[config.mk]
export PLATFORM = sky130hd
export DESIGN_NAME = cpu_core_special_registers
export DESIGN_NICKNAME = d
export VERILOG_FILES = /design/src/hw/core_regs_pkg.sv /design/src/hw/stack_addr_if.sv /design/src/hw/stack_addr_gen.sv /design/src/hw/cpu_core_special_registers.sv
export SDC_FILE = /design/constraint.sdc
export NUM_CORES = 1
export LEC_CHECK = 0
export BUFFER_PORTS_ARGS = -buffer_cell sky130_fd_sc_hd__buf_2
export CAP_MARGIN = 20
export CORE_ASPECT_RATIO = 0.9
export CORE_MARGIN = 2
export CORE_UTILIZATION = 50
export DETAILED_ROUTE_END_ITERATION = 8
export GPL_ROUTABILITY_DRIVEN = 0
export GPL_TIMING_DRIVEN = 0
export PLACE_DENSITY = 0.75
export SLEW_MARGIN = 40
export SYNTH_ARGS = -nofsm -noshare
export SYNTH_HDL_FRONTEND = slang
export SYNTH_HIERARCHICAL = 1
export SYNTH_SLANG_ARGS = --single-unit
[constraint.sdc]
create_clock -name i_clk_sys -period 2.85 [get_ports i_clk_sys]
set_clock_uncertainty 0.05 [all_clocks]
set_input_delay 0.57 -clock i_clk_sys [delete_from_list [all_inputs] [get_ports i_clk_sys]]
set_output_delay 0.57 -clock i_clk_sys [all_outputs]
set_load 0.005 [all_outputs]
[src/hw/core_regs_pkg.sv]
// Package with offsets, field positions and reset values of the core special registers
package core_regs_pkg;
   // ---------------------------------------------------------------
   // Register offsets
   // ---------------------------------------------------------------
   localparam logic [7:0] OFS_STACK_LOW  = 8'h81;
   localparam logic [7:0] OFS_STACK_HIGH = 8'h9b;
   localparam logic [7:0] OFS_STATUS     = 8'hc5;
   localparam logic [7:0] OFS_FLAGS      = 8'hd0;
   localparam logic [7:0] OFS_MAIN       = 8'he0;
   localparam logic [7:0] OFS_AUX        = 8'hf0;
   // ---------------------------------------------------------------
   // Field positions
   // ---------------------------------------------------------------
   localparam int FLG_CARRY   = 7;
   localparam int FLG_HALF    = 6;
   localparam int FLG_USER    = 5;
   localparam int FLG_BANK_HI = 4;
   localparam int FLG_BANK_LO = 3;
   localparam int FLG_WRAP    = 2;
   localparam int FLG_SPARE   = 1;
   localparam int FLG_PARITY  = 0;
   localparam int STS_HIGH    = 6;
   localparam int STS_LOW     = 5;
   // ---------------------------------------------------------------
   // Reset values and unmapped answer
   // ---------------------------------------------------------------
   localparam logic [7:0] RST_BYTE   = 8'h00;
   localparam logic [7:0] UNMAPPED_RD = 8'h00;
   // Stack operation codes
   typedef enum logic [1:0] {
      STK_NONE  = 2'b00,
      STK_STORE = 2'b01,
      STK_LOAD  = 2'b10
   } stack_op_e;
endpackage

[src/hw/stack_addr_if.sv]
// Interface carrying stack address formation between core modules
`timescale 1ns/1ns
interface stack_addr_if;
   logic [7:0]  sp_low;     // Low stack byte
   logic [7:0]  sp_high;    // High stack byte
   logic        wide_mode;  // Wide address mode
   logic        is_store;   // Store needs pointer plus one
   logic [15:0] address;    // Formed address
   modport core (output sp_low, sp_high, wide_mode, is_store, input address);
   modport gen  (input sp_low, sp_high, wide_mode, is_store, output address);
endinterface

[src/hw/stack_addr_gen.sv]
// Stack address generator for standard and wide stack modes
`timescale 1ns/1ns
module stack_addr_gen (
   // Address request
   stack_addr_if.gen      s
);
   import core_regs_pkg::*;
   logic [7:0] low_sel;   // Pointer byte, pre-incremented on a store only
   logic [7:0] high_sel;  // Upper address byte
   // Store uses pointer plus one, load uses pointer itself
   always_comb begin
      low_sel  = s.is_store ? 8'(s.sp_low + 8'h01) : s.sp_low;
      // Upper byte only meaningful in wide mode
      high_sel = s.wide_mode ? s.sp_high : 8'h00;
      s.address = {high_sel, low_sel};
   end
endmodule

[src/hw/cpu_core_special_registers.sv]
// Core special registers: operand, flags, stack pointer and status
//
// Overview of operation
// - Main operand at e0, reset zero, bitwise
// - Auxiliary operand at f0, reset zero, bitwise
// - Flags carry, half carry, overflow, parity bits
// - Flags bits four, three select register bank
// - Bit five user flag, bit one spare
// - Store writes operand at pointer plus one
// - Load reads operand from pointer address
// - Wide mode: high byte extends stack pointer
// - Status read-only, bit six high priority active
// - Status bit five low priority active
// - Serial activity status bits read zero
// - Extended stack uses sixteen-bit data address
`timescale 1ns/1ns
module cpu_core_special_registers (
   // Clock and reset
   input  wire logic        i_clk_sys,
   input  wire logic        i_rst_n,
   // Register port
   input  wire logic [7:0]  i_addr,
   input  wire logic [7:0]  i_wdata,
   input  wire logic        i_wr,
   input  wire logic        i_rd,
   output logic      [7:0]  o_rdata,
   // Bit access to operand registers
   input  wire logic        i_bit_wr,
   input  wire logic [7:0]  i_bit_addr,
   input  wire logic [2:0]  i_bit_sel,
   input  wire logic        i_bit_val,
   // Arithmetic flag updates from the execution unit
   input  wire logic        i_flag_wr,
   input  wire logic        i_carry_in,
   input  wire logic        i_half_in,
   input  wire logic        i_wrap_in,
   // Stack operations
   input  wire core_regs_pkg::stack_op_e i_stack_op,
   input  wire logic [7:0]  i_stack_rdata,
   input  wire logic        i_wide_mode,
   output logic      [15:0] o_stack_addr,
   output logic      [7:0]  o_stack_wdata,
   output logic             o_stack_we,
   // Interrupt service state
   input  wire logic        i_high_prio_active,
   input  wire logic        i_low_prio_active,
   // Core state seen by the rest of the CPU
   output logic      [7:0]  o_main_operand,
   output logic      [7:0]  o_aux_operand,
   output logic      [1:0]  o_bank_select,
   output logic             o_carry
);
   import core_regs_pkg::*;

   // ---------------------------------------------------------------
   // State
   // ---------------------------------------------------------------
   typedef struct packed {
      logic [7:0]  main_operand;   // Main operand register
      logic [7:0]  aux_operand;    // Auxiliary operand register
      logic [7:0]  flags;          // Program flags word
      logic [7:0]  sp_low;         // Stack pointer low
      logic [7:0]  sp_high;        // Stack pointer high
      logic [7:0]  status;         // Captured status byte
      logic [7:0]  rdata;          // Read data, one cycle after strobe
      logic [15:0] stack_addr;     // Stack memory address
      logic [7:0]  stack_wdata;    // Stack memory write data
      logic        stack_we;       // Stack memory write pulse
      logic        load_pend;      // Load waiting for memory data
   } core_s;

   core_s state_reg;   // Registered state
   core_s state_next;  // Next state

   stack_addr_if sa ();  // Address generator link
   logic [7:0]   flags_w;  // Flags after writes, before parity
   logic [7:0]   main_w;   // Operand after writes and loads

   // ---------------------------------------------------------------
   // Stack address formation
   // ---------------------------------------------------------------
   assign sa.sp_low    = state_reg.sp_low;
   assign sa.sp_high   = state_reg.sp_high;
   assign sa.wide_mode = i_wide_mode;
   assign sa.is_store  = (i_stack_op == STK_STORE);

   stack_addr_gen u_stack_addr_gen (
      .s (sa.gen)
   );

   // ---------------------------------------------------------------
   // Next state
   // ---------------------------------------------------------------
   // Writes, bit access, stack moves and hardware flag updates
   always_comb begin
      state_next          = state_reg;
      state_next.stack_we = 1'b0;
      // Byte writes over the register port
      if (i_wr) begin
         unique case (i_addr)
            OFS_MAIN:       state_next.main_operand = i_wdata;
            OFS_AUX:        state_next.aux_operand  = i_wdata;
            OFS_FLAGS:      state_next.flags        = i_wdata;
            OFS_STACK_LOW:  state_next.sp_low       = i_wdata;
            OFS_STACK_HIGH: state_next.sp_high      = i_wdata;
            // Status and unmapped offsets ignore writes
            default: ;
         endcase
      end
      // Single-bit writes; operand registers are bit addressable
      if (i_bit_wr) begin
         if (i_bit_addr == OFS_MAIN) begin
            state_next.main_operand[i_bit_sel] = i_bit_val;
         end else if (i_bit_addr == OFS_AUX) begin
            state_next.aux_operand[i_bit_sel] = i_bit_val;
         end else if (i_bit_addr == OFS_FLAGS) begin
            state_next.flags[i_bit_sel] = i_bit_val;
         end
      end
      // Execution unit flag updates take priority over software writes
      if (i_flag_wr) begin
         state_next.flags[FLG_CARRY] = i_carry_in;
         state_next.flags[FLG_HALF]  = i_half_in;
         state_next.flags[FLG_WRAP]  = i_wrap_in;
      end
      // Stack store: pointer pre-increments, operand goes out
      if (i_stack_op == STK_STORE) begin
         state_next.stack_addr  = sa.address;
         state_next.stack_wdata = state_reg.main_operand;
         state_next.stack_we    = 1'b1;
         state_next.sp_low      = 8'(state_reg.sp_low + 8'h01);
         state_next.load_pend   = 1'b0;
      end else if (i_stack_op == STK_LOAD) begin
         // Stack load: address is the pointer, data returns next cycle
         state_next.stack_addr = sa.address;
         state_next.sp_low     = 8'(state_reg.sp_low - 8'h01);
         state_next.load_pend  = 1'b1;
      end else begin
         state_next.load_pend = 1'b0;
      end
      // Memory data lands in the main operand
      if (state_reg.load_pend) begin
         state_next.main_operand = i_stack_rdata;
      end
      main_w  = state_next.main_operand;
      flags_w = state_next.flags;
      // Parity follows the operand every cycle, so software cannot break it
      flags_w[FLG_PARITY] = ^main_w;
      state_next.flags    = flags_w;
      // Status: only interrupt bits live, serial bits fixed at zero
      state_next.status = RST_BYTE;
      state_next.status[STS_HIGH] = i_high_prio_active;
      state_next.status[STS_LOW]  = i_low_prio_active;
      // Read data presented one cycle after the strobe
      state_next.rdata = UNMAPPED_RD;
      if (i_rd) begin
         unique case (i_addr)
            OFS_MAIN:       state_next.rdata = state_reg.main_operand;
            OFS_AUX:        state_next.rdata = state_reg.aux_operand;
            OFS_FLAGS:      state_next.rdata = state_reg.flags;
            OFS_STACK_LOW:  state_next.rdata = state_reg.sp_low;
            OFS_STACK_HIGH: state_next.rdata = state_reg.sp_high;
            OFS_STATUS:     state_next.rdata = state_reg.status;
            default:        state_next.rdata = UNMAPPED_RD;
         endcase
      end
   end

   // ---------------------------------------------------------------
   // State register
   // ---------------------------------------------------------------
   // Synchronous active-low reset, all registers clear to zero
   always_ff @(posedge i_clk_sys) begin
      if (!i_rst_n) begin
         state_reg <= '0;
      end else begin
         state_reg <= state_next;
      end
   end

   // ---------------------------------------------------------------
   // Outputs straight from flip-flops
   // ---------------------------------------------------------------
   assign o_rdata        = state_reg.rdata;
   assign o_stack_addr   = state_reg.stack_addr;
   assign o_stack_wdata  = state_reg.stack_wdata;
   assign o_stack_we     = state_reg.stack_we;
   assign o_main_operand = state_reg.main_operand;
   assign o_aux_operand  = state_reg.aux_operand;
   assign o_bank_select  = state_reg.flags[FLG_BANK_HI:FLG_BANK_LO];
   assign o_carry        = state_reg.flags[FLG_CARRY];
endmodule

### After elaboration in Yosys (flattened, before gate mapping)

Index checks and enable logic that the tools add are counted.

| storage, ports and cells | value |
|---|---|
| flip-flop bits (word level) | 82 |
| input port bits | 50 |
| output and inout port bits | 52 |
| logic and storage cells | 66 |

| cells by class | value |
|---|---|
| $add $sub $neg | 2 |
| order comparisons | 2 |
| equal/unequal tests | 11 |
| mux-type cells | 29 |
| bitwise operators | 1 |
| reduce and logical (&&, ||, !) cells | 9 |

Operators with widths:

| operator | number |
|---|---|
| $mux W8 | 14 |
| $eq A8 B8 Y1 const B | 9 |
| $mux W16 | 3 |
| $pmux W8 S6 | 1 |
| $mux W40 | 1 |
| $bwmux W8 | 3 |
| $mux W24 | 1 |
| $add A8 B1 Y8 const B | 1 |
| $reduce_xor A8 Y1 | 1 |
| $sub A8 B1 Y8 const B | 1 |
| $reduce_and A2 Y1 | 3 |
| $reduce_bool A3 Y1 | 2 |
| $lt A3 B4 Y1 const B | 1 |
| $mux W1 | 4 |
| $demux W1 S3 | 1 |
| $ge A3 B1 Y1 const B | 1 |
| $eq A2 B1 Y1 const B | 1 |
| $eq A2 B2 Y1 const B | 1 |
| $mux W2 | 1 |
| $reduce_bool A2 Y1 | 1 |
| $reduce_or A2 Y1 | 1 |
| $logic_and A1 B1 Y1 | 1 |
| $not A1 Y1 | 1 |

### Logic depth before layout (Yosys ltp)

| logic depth | value |
|---|---|
| word-level depth | 11 |
| depth in mapped cells | 11 |
| gate-level depth less buffers | 9 |

### By module

The synthesis kept the hierarchy.

Modules (own cells, without submodules):

| module | times used | cells an instance | area an instance (µm²) | seq. area each (µm²) |
|---|---|---|---|---|
| cpu_core_special_registers | 1 | 562 | 4496.8 | 1521.5 |
| stack_addr_gen | 1 | 26 | 187.7 | 0.0 |

### Least setup slack after synthesis

No wires, ideal clock.

| path | value |
|---|---|
| kind | input to register |
| start | input i_bit_addr[1] |
| end | register state_reg[58] (netlist name) |
| setup time | 115 ps |
| arrival time | 2614 ps |
| data required time | 2685 ps |
| slack | 71 ps |
| stages | 9 |
| buffers on the path | 1 |
| cells stage by stage | or4_4 -> or4_1 -> clkbuf_2 -> nor3_1 -> o31a_2 -> xnor2_1 -> xnor2_2 -> xnor2_1 -> and2_1 |

| between the ends | value |
|---|---|
| word-level cells in the longest chain between the ends | 5 |

Ends and longest elaborated chain:

| item | RTL line | RTL |
|---|---|---|
| start: declaration | cpu_core_special_registers.sv:29 | `input wire logic [7:0] i_bit_addr,` |
| $eq A8 B8 Y1 | cpu_core_special_registers.sv:112 | `if (i_bit_addr == OFS_MAIN) begin` |
| $mux W8 | cpu_core_special_registers.sv:112 |  |
| $mux W24 | cpu_core_special_registers.sv:111 | `if (i_bit_wr) begin` |
| $mux W8 | cpu_core_special_registers.sv:142 | `if (state_reg.load_pend) begin` |
| $reduce_xor A8 Y1 | cpu_core_special_registers.sv:148 | `flags_w[FLG_PARITY] = ^main_w;` |
| end signal: assignment | cpu_core_special_registers.sv:177 | `state_reg <= state_next;` |
| end: declaration | cpu_core_special_registers.sv:72 | `core_s state_reg;` |

No other way between the ends.
A chain may end at the register's enable or synchronous reset.

### Worst setup path after layout

Same ends and word-level chain as after synthesis.

==> impl_results.html <==
<table>
<tr><th>Metric</th><th>Value</th></tr>
<tr><th colspan="2">Synth</th></tr>
<tr><td>Synth Net Count</td><td>between 600 and 700</td></tr>
<tr><td>Main combinational cell family by area after synthesis</td><td>simple AND/OR/NAND/NOR gates</td></tr>
<tr><td>Part of the Yosys area used for sequential elements</td><td>0.325</td></tr>
<tr><td>Post-synth EDFFs</td><td>0</td></tr>
<tr><td>FF+latch count, synth</td><td>76</td></tr>
<tr><td>Yosys Warn Count</td><td>6</td></tr>
<tr><td>Simple-gate portion of the synthesized area</td><td>0.252</td></tr>
<tr><td>Xor and xnor fraction of the mapped netlist area</td><td>0.0406</td></tr>
<tr><td>Compound-gate portion of the synthesized area</td><td>0.168</td></tr>
<tr><td>Largest area contributor in the synthesized netlist</td><td>dfxtp_1</td></tr>
<tr><td>Syn Inst Count</td><td>a little under 600</td></tr>
<tr><td>Post-synthesis mux area share</td><td>0.0777</td></tr>
<tr><td>Top cells by instance count after synthesis</td><td>nand2_1 (78), dfxtp_1 (76), buf_4 (50)</td></tr>
<tr><td>Cell variety after synth</td><td>52</td></tr>
<tr><td>Post-synthesis adder-cell area fraction</td><td>0.0134</td></tr>
<tr><td>Synth area leaders</td><td>dfxtp_1 (32%), buf_4 (8.0%), mux2i_1 (7.1%), nand2_1 (6.3%), nor2b_1 (3.7%)</td></tr>
<tr><td>Average size of a mapped cell</td><td>7.97 um^2</td></tr>
<tr><td>Most common flop cell mapped by yosys</td><td>dfxtp_1</td></tr>
<tr><td>Synthesized area</td><td>roughly 4700 um^2</td></tr>
<tr><td>Post-synth ARST share</td><td>0</td></tr>
<tr><td>Portion of synthesized cell area occupied by the leading cell type</td><td>0.325</td></tr>
<tr><td>Top-count cell post-synth</td><td>nand2_1</td></tr>
<tr><th colspan="2">Clock tree</th></tr>
<tr><td>CTS Sinks</td><td>76</td></tr>
<tr><td>H-tree depth</td><td>3</td></tr>
<tr><td>Clock-pin slew of the registers on the worst-case setup and hold paths</td><td>~90 ps</td></tr>
<tr><td>Insertion delay to the later sink of the worst-skew pair</td><td>360 ps</td></tr>
<tr><td>TritonCTS clock tree</td><td>done</td></tr>
<tr><td>Count of hold buffers inserted by post-cts repair</td><td>0</td></tr>
<tr><td>CTS Root Cell</td><td>clkbuf_8</td></tr>
<tr><td>Buffers from clock root to sink, at most</td><td>2</td></tr>
<tr><td>Number of CTS-inserted buffers</td><td>9</td></tr>
<tr><th colspan="2">STA</th></tr>
<tr><td>Minimum setup slack in the final design</td><td>about 130 ps</td></tr>
<tr><td>Final setup viols</td><td>0</td></tr>
<tr><td>Max-slew violations</td><td>0</td></tr>
<tr><td>Fin Setup TNS</td><td>0 ps</td></tr>
<tr><td>Crit share post-route</td><td>0.954</td></tr>
<tr><td>Shortest clock period the worst path allows after layout</td><td>~2700 ps</td></tr>
<tr><td>Slew headroom</td><td>0.533</td></tr>
<tr><td>WHS</td><td>between 300 and 400 ps</td></tr>
<tr><td>Setup repair after global routing missed its margin</td><td>false</td></tr>
<tr><td>Maximum achievable frequency</td><td>0.368 GHz</td></tr>
<tr><td>Measured slew at the worst slew-check pin</td><td>just under 700 ps</td></tr>
<tr><td>Hold Fails Final Rpt</td><td>0</td></tr>
<tr><th colspan="2">Setup path</th></tr>
<tr><td>Largest incremental delay on the critical path</td><td>between 500 and 600 ps</td></tr>
<tr><td>Depth of the most critical reg-to-reg path</td><td>10</td></tr>
<tr><td>CP endpoint kind</td><td>flop</td></tr>
<tr><td>CP arrival</td><td>2920 ps</td></tr>
<tr><td>Cell at the slowest stage of the critical path</td><td>or4_4</td></tr>
<tr><td>Type of the worst setup path</td><td>primary input to flop</td></tr>
<tr><td>Max FO, Critical Path</td><td>8</td></tr>
<tr><td>Crit-path cells</td><td>buf_2 &gt; or4_4 &gt; or4_1 &gt; clkbuf_2 &gt; nor3_1 &gt; o31a_2 &gt; xnor2_1 &gt; xnor2_2 &gt; xnor2_1 &gt; and2_1</td></tr>
<tr><td>Count of cell instances traversed by the critical path</td><td>10</td></tr>
<tr><td>Most used cell, CP</td><td>xnor2_1</td></tr>
<tr><td>Number of buffers and inverters on the critical path</td><td>2</td></tr>
<tr><td>Worst reg2reg path endpoint</td><td>sa.sp_low[6]</td></tr>
<tr><td>Req. time, crit path</td><td>slightly above 3000 ps</td></tr>
<tr><td>Category of the worst setup path launch point</td><td>primary input</td></tr>
<tr><td>Worst R2R Start</td><td>sa.sp_low[0]</td></tr>
<tr><td>Register-to-Register Setup Slack</td><td>between 800 and 900 ps</td></tr>
<tr><td>Cell type group with the largest total delay on the critical path</td><td>simple AND/OR/NAND/NOR gates</td></tr>
<tr><th colspan="2">Floorplanning</th></tr>
<tr><td>Standard cell core area</td><td>9130 um^2</td></tr>
<tr><td>Initial core utilization</td><td>0.513</td></tr>
<tr><td>Area of the die</td><td>roughly 10000 um^2</td></tr>
<tr><td>Die height</td><td>between 90 and 100 um</td></tr>
<tr><td>Die width</td><td>~110 um</td></tr>
<tr><td>Number of top-level pins</td><td>~100</td></tr>
<tr><td>Row Count</td><td>33</td></tr>
<tr><th colspan="2">GRT</th></tr>
<tr><td>Initial antenna violation count</td><td>0</td></tr>
<tr><td>Total global routing track utilization</td><td>0.246</td></tr>
<tr><td>Maximum number of pins on one net before global-route repair</td><td>15</td></tr>
<tr><td>Wire length of the first global-routing pass</td><td>between 15000 and 20000 um</td></tr>
<tr><td>Number of global-route vias before repair</td><td>about 4100</td></tr>
<tr><td>GR Overflow Total</td><td>0</td></tr>
<tr><th colspan="2">Worst hold path</th></tr>
<tr><td>HP Class</td><td>primary input to flop</td></tr>
<tr><td>WHS Endpoint</td><td>state_reg[40]</td></tr>
<tr><td>Hold path depth</td><td>2</td></tr>
<tr><td>Hold path startpoint</td><td>i_high_prio_active</td></tr>
<tr><th colspan="2">Routing</th></tr>
<tr><td>Total number of vias</td><td>4503</td></tr>
<tr><td>Initial DRC count</td><td>slightly below 300</td></tr>
<tr><td>Number of search-and-repair iterations in the first detailed-routing pass</td><td>5</td></tr>
<tr><td>Antenna violation net count after detailed routing</td><td>0</td></tr>
<tr><td>Detailed-route vias per instance</td><td>5.46</td></tr>
<tr><td>Number of design rule violations left after detail routing</td><td>0</td></tr>
<tr><td>Routed wire per std cell</td><td>between 15 and 20 um</td></tr>
<tr><td>Wirelength, routed</td><td>between 10000 and 15000 um</td></tr>
<tr><th colspan="2">Placement</th></tr>
<tr><td>Half-perimeter wire length of the detailed placement result</td><td>9440 um</td></tr>
<tr><td>Worst Setup Slack post-DPL</td><td>-336 ps</td></tr>
<tr><td>Port bufs</td><td>~100</td></tr>
<tr><td>Placed standard-cell area</td><td>around 5300 um^2</td></tr>
<tr><th colspan="2">Power</th></tr>
<tr><td>Final Power</td><td>around 2.4 mW</td></tr>
<tr><td>Power density over cell area</td><td>between 400 and 500 nW/um^2</td></tr>
<tr><td>Static Leakage</td><td>roughly 2.5 nW</td></tr>
<tr><td>Peak VDD IR</td><td>around 0.00021 V</td></tr>
<tr><th colspan="2">Layout</th></tr>
<tr><td>N_diodes</td><td>0</td></tr>
<tr><td>Register area</td><td>roughly 1500 um^2</td></tr>
<tr><td>Flip-flop count of the largest register after layout</td><td>16</td></tr>
<tr><td>Share of post-route cells with drive strength above 1</td><td>0.277</td></tr>
<tr><td>Post-route cell area</td><td>roughly 5600 um^2</td></tr>
<tr><td>Area grow syn2layout</td><td>18.6%</td></tr>
<tr><td>Fin nets</td><td>~750</td></tr>
<tr><td>Combined area of the multi-input logic cells</td><td>2600 um^2</td></tr>
<tr><td>Number of filler cells placed in the layout</td><td>roughly 820</td></tr>
<tr><th colspan="2">Status</th></tr>
<tr><td>Status</td><td>complete, no violations</td></tr>
<tr><th colspan="2">Flow run</th></tr>
<tr><td>Number of violations of the max-capacitance limit</td><td>0</td></tr>
</table>
where the power goes:
group	internal, mW	leakage, nW	switching [mW]
Combinational	0.171	1.74	0.217
Sequential	1.09	0.616	0.0275
Clock	0.438	0.108	0.444
cells in the final DEF (no fill, tap or decap), drive strengths merged, types with 4 or more instances in the layout:
| cell type | netlist | layout |
|---|---|---|
| clkbuf | 30 | 40 |
| nand2b | 6 | 6 |
| xnor2 | 11 | 11 |
| and2 | 21 | 21 |
| inv | 12 | 15 |
| o21ai | 22 | 22 |
| o31a | 9 | 9 |
| nand3 | 24 | 24 |
| nor3 | 16 | 16 |
| a22oi | 19 | 19 |
| and3 | 4 | 4 |
| ha | 5 | 5 |
| a21oi | 12 | 12 |
| nor2b | 28 | 28 |
| a221oi | 8 | 8 |
| a21boi | 14 | 14 |
| nand4 | 4 | 4 |
| nor2 | 43 | 43 |
| mux2i | 33 | 33 |
| nand2 | 78 | 78 |
| a211oi | 7 | 7 |
| buf | 59 | 158 |
| dfxtp | 76 | 76 |
| xor2 | 9 | 9 |
| a31oi | 8 | 8 |
stage by stage:
stage,instances,util
finish,825,0.609
global route,825,0.609
CTS,825,0.608
detailed placement,809,0.585
global placement,809,0.584
floorplan,588,-
logic make-up (layout without fill, tap and decap cells):
group / count (synthesis) / count (layout)
xor+xnor: 20 / 20
flops: 76 / 76
mux: 36 / 36
compound gates: 111 / 111
fa+ha+maj: 5 / 5
buf+inv: 102 / 217
simple gates: 238 / 238
what timing repair did:
item,in CTS,in global routing
endpoints found under the setup margin,0,15
gates resized for setup,0,4
buffers inserted,0,0
area by class of cell:
| class | instances | area share |
|---|---|---|
| timing repair buffer | 99 | 0.0892 |
| multi-input combinational | 410 | 0.468 |
| inverter | 13 | 0.00878 |
| tap | 122 | 0.0275 |
| clock buffer | 10 | 0.0248 |
| clock inverter | 6 | 0.0126 |
| buffer | 89 | 0.0955 |
| sequential | 76 | 0.274 |
routing by layer:
metal  vias to the layer above  GRT usage  wire [um]
met4                         0      0.123        461
met5                         -          0          0
li1                       2199          -          -
met1                      2035      0.319       5310
met2                       223      0.389       5490
met3                        46     0.0562       1160
worst max path at each step:
| stage | from | end | slack [ps] |
|---|---|---|---|
| CTS | i_addr[3] | o_aux_operand[0] | 40 |
| detailed placement | i_addr[3] | o_aux_operand[2] | -340 |
| floorplan | i_bit_addr[1] | state_reg[58] | 70 |
| finish | i_bit_addr[1] | state_reg[58] | 130 |
| global placement | i_addr[3] | o_aux_operand[7] | -280 |
| global route | i_addr[4] | sa.sp_low[4] | 2 |
Note: power is estimated with default switching activity, not from simulation.
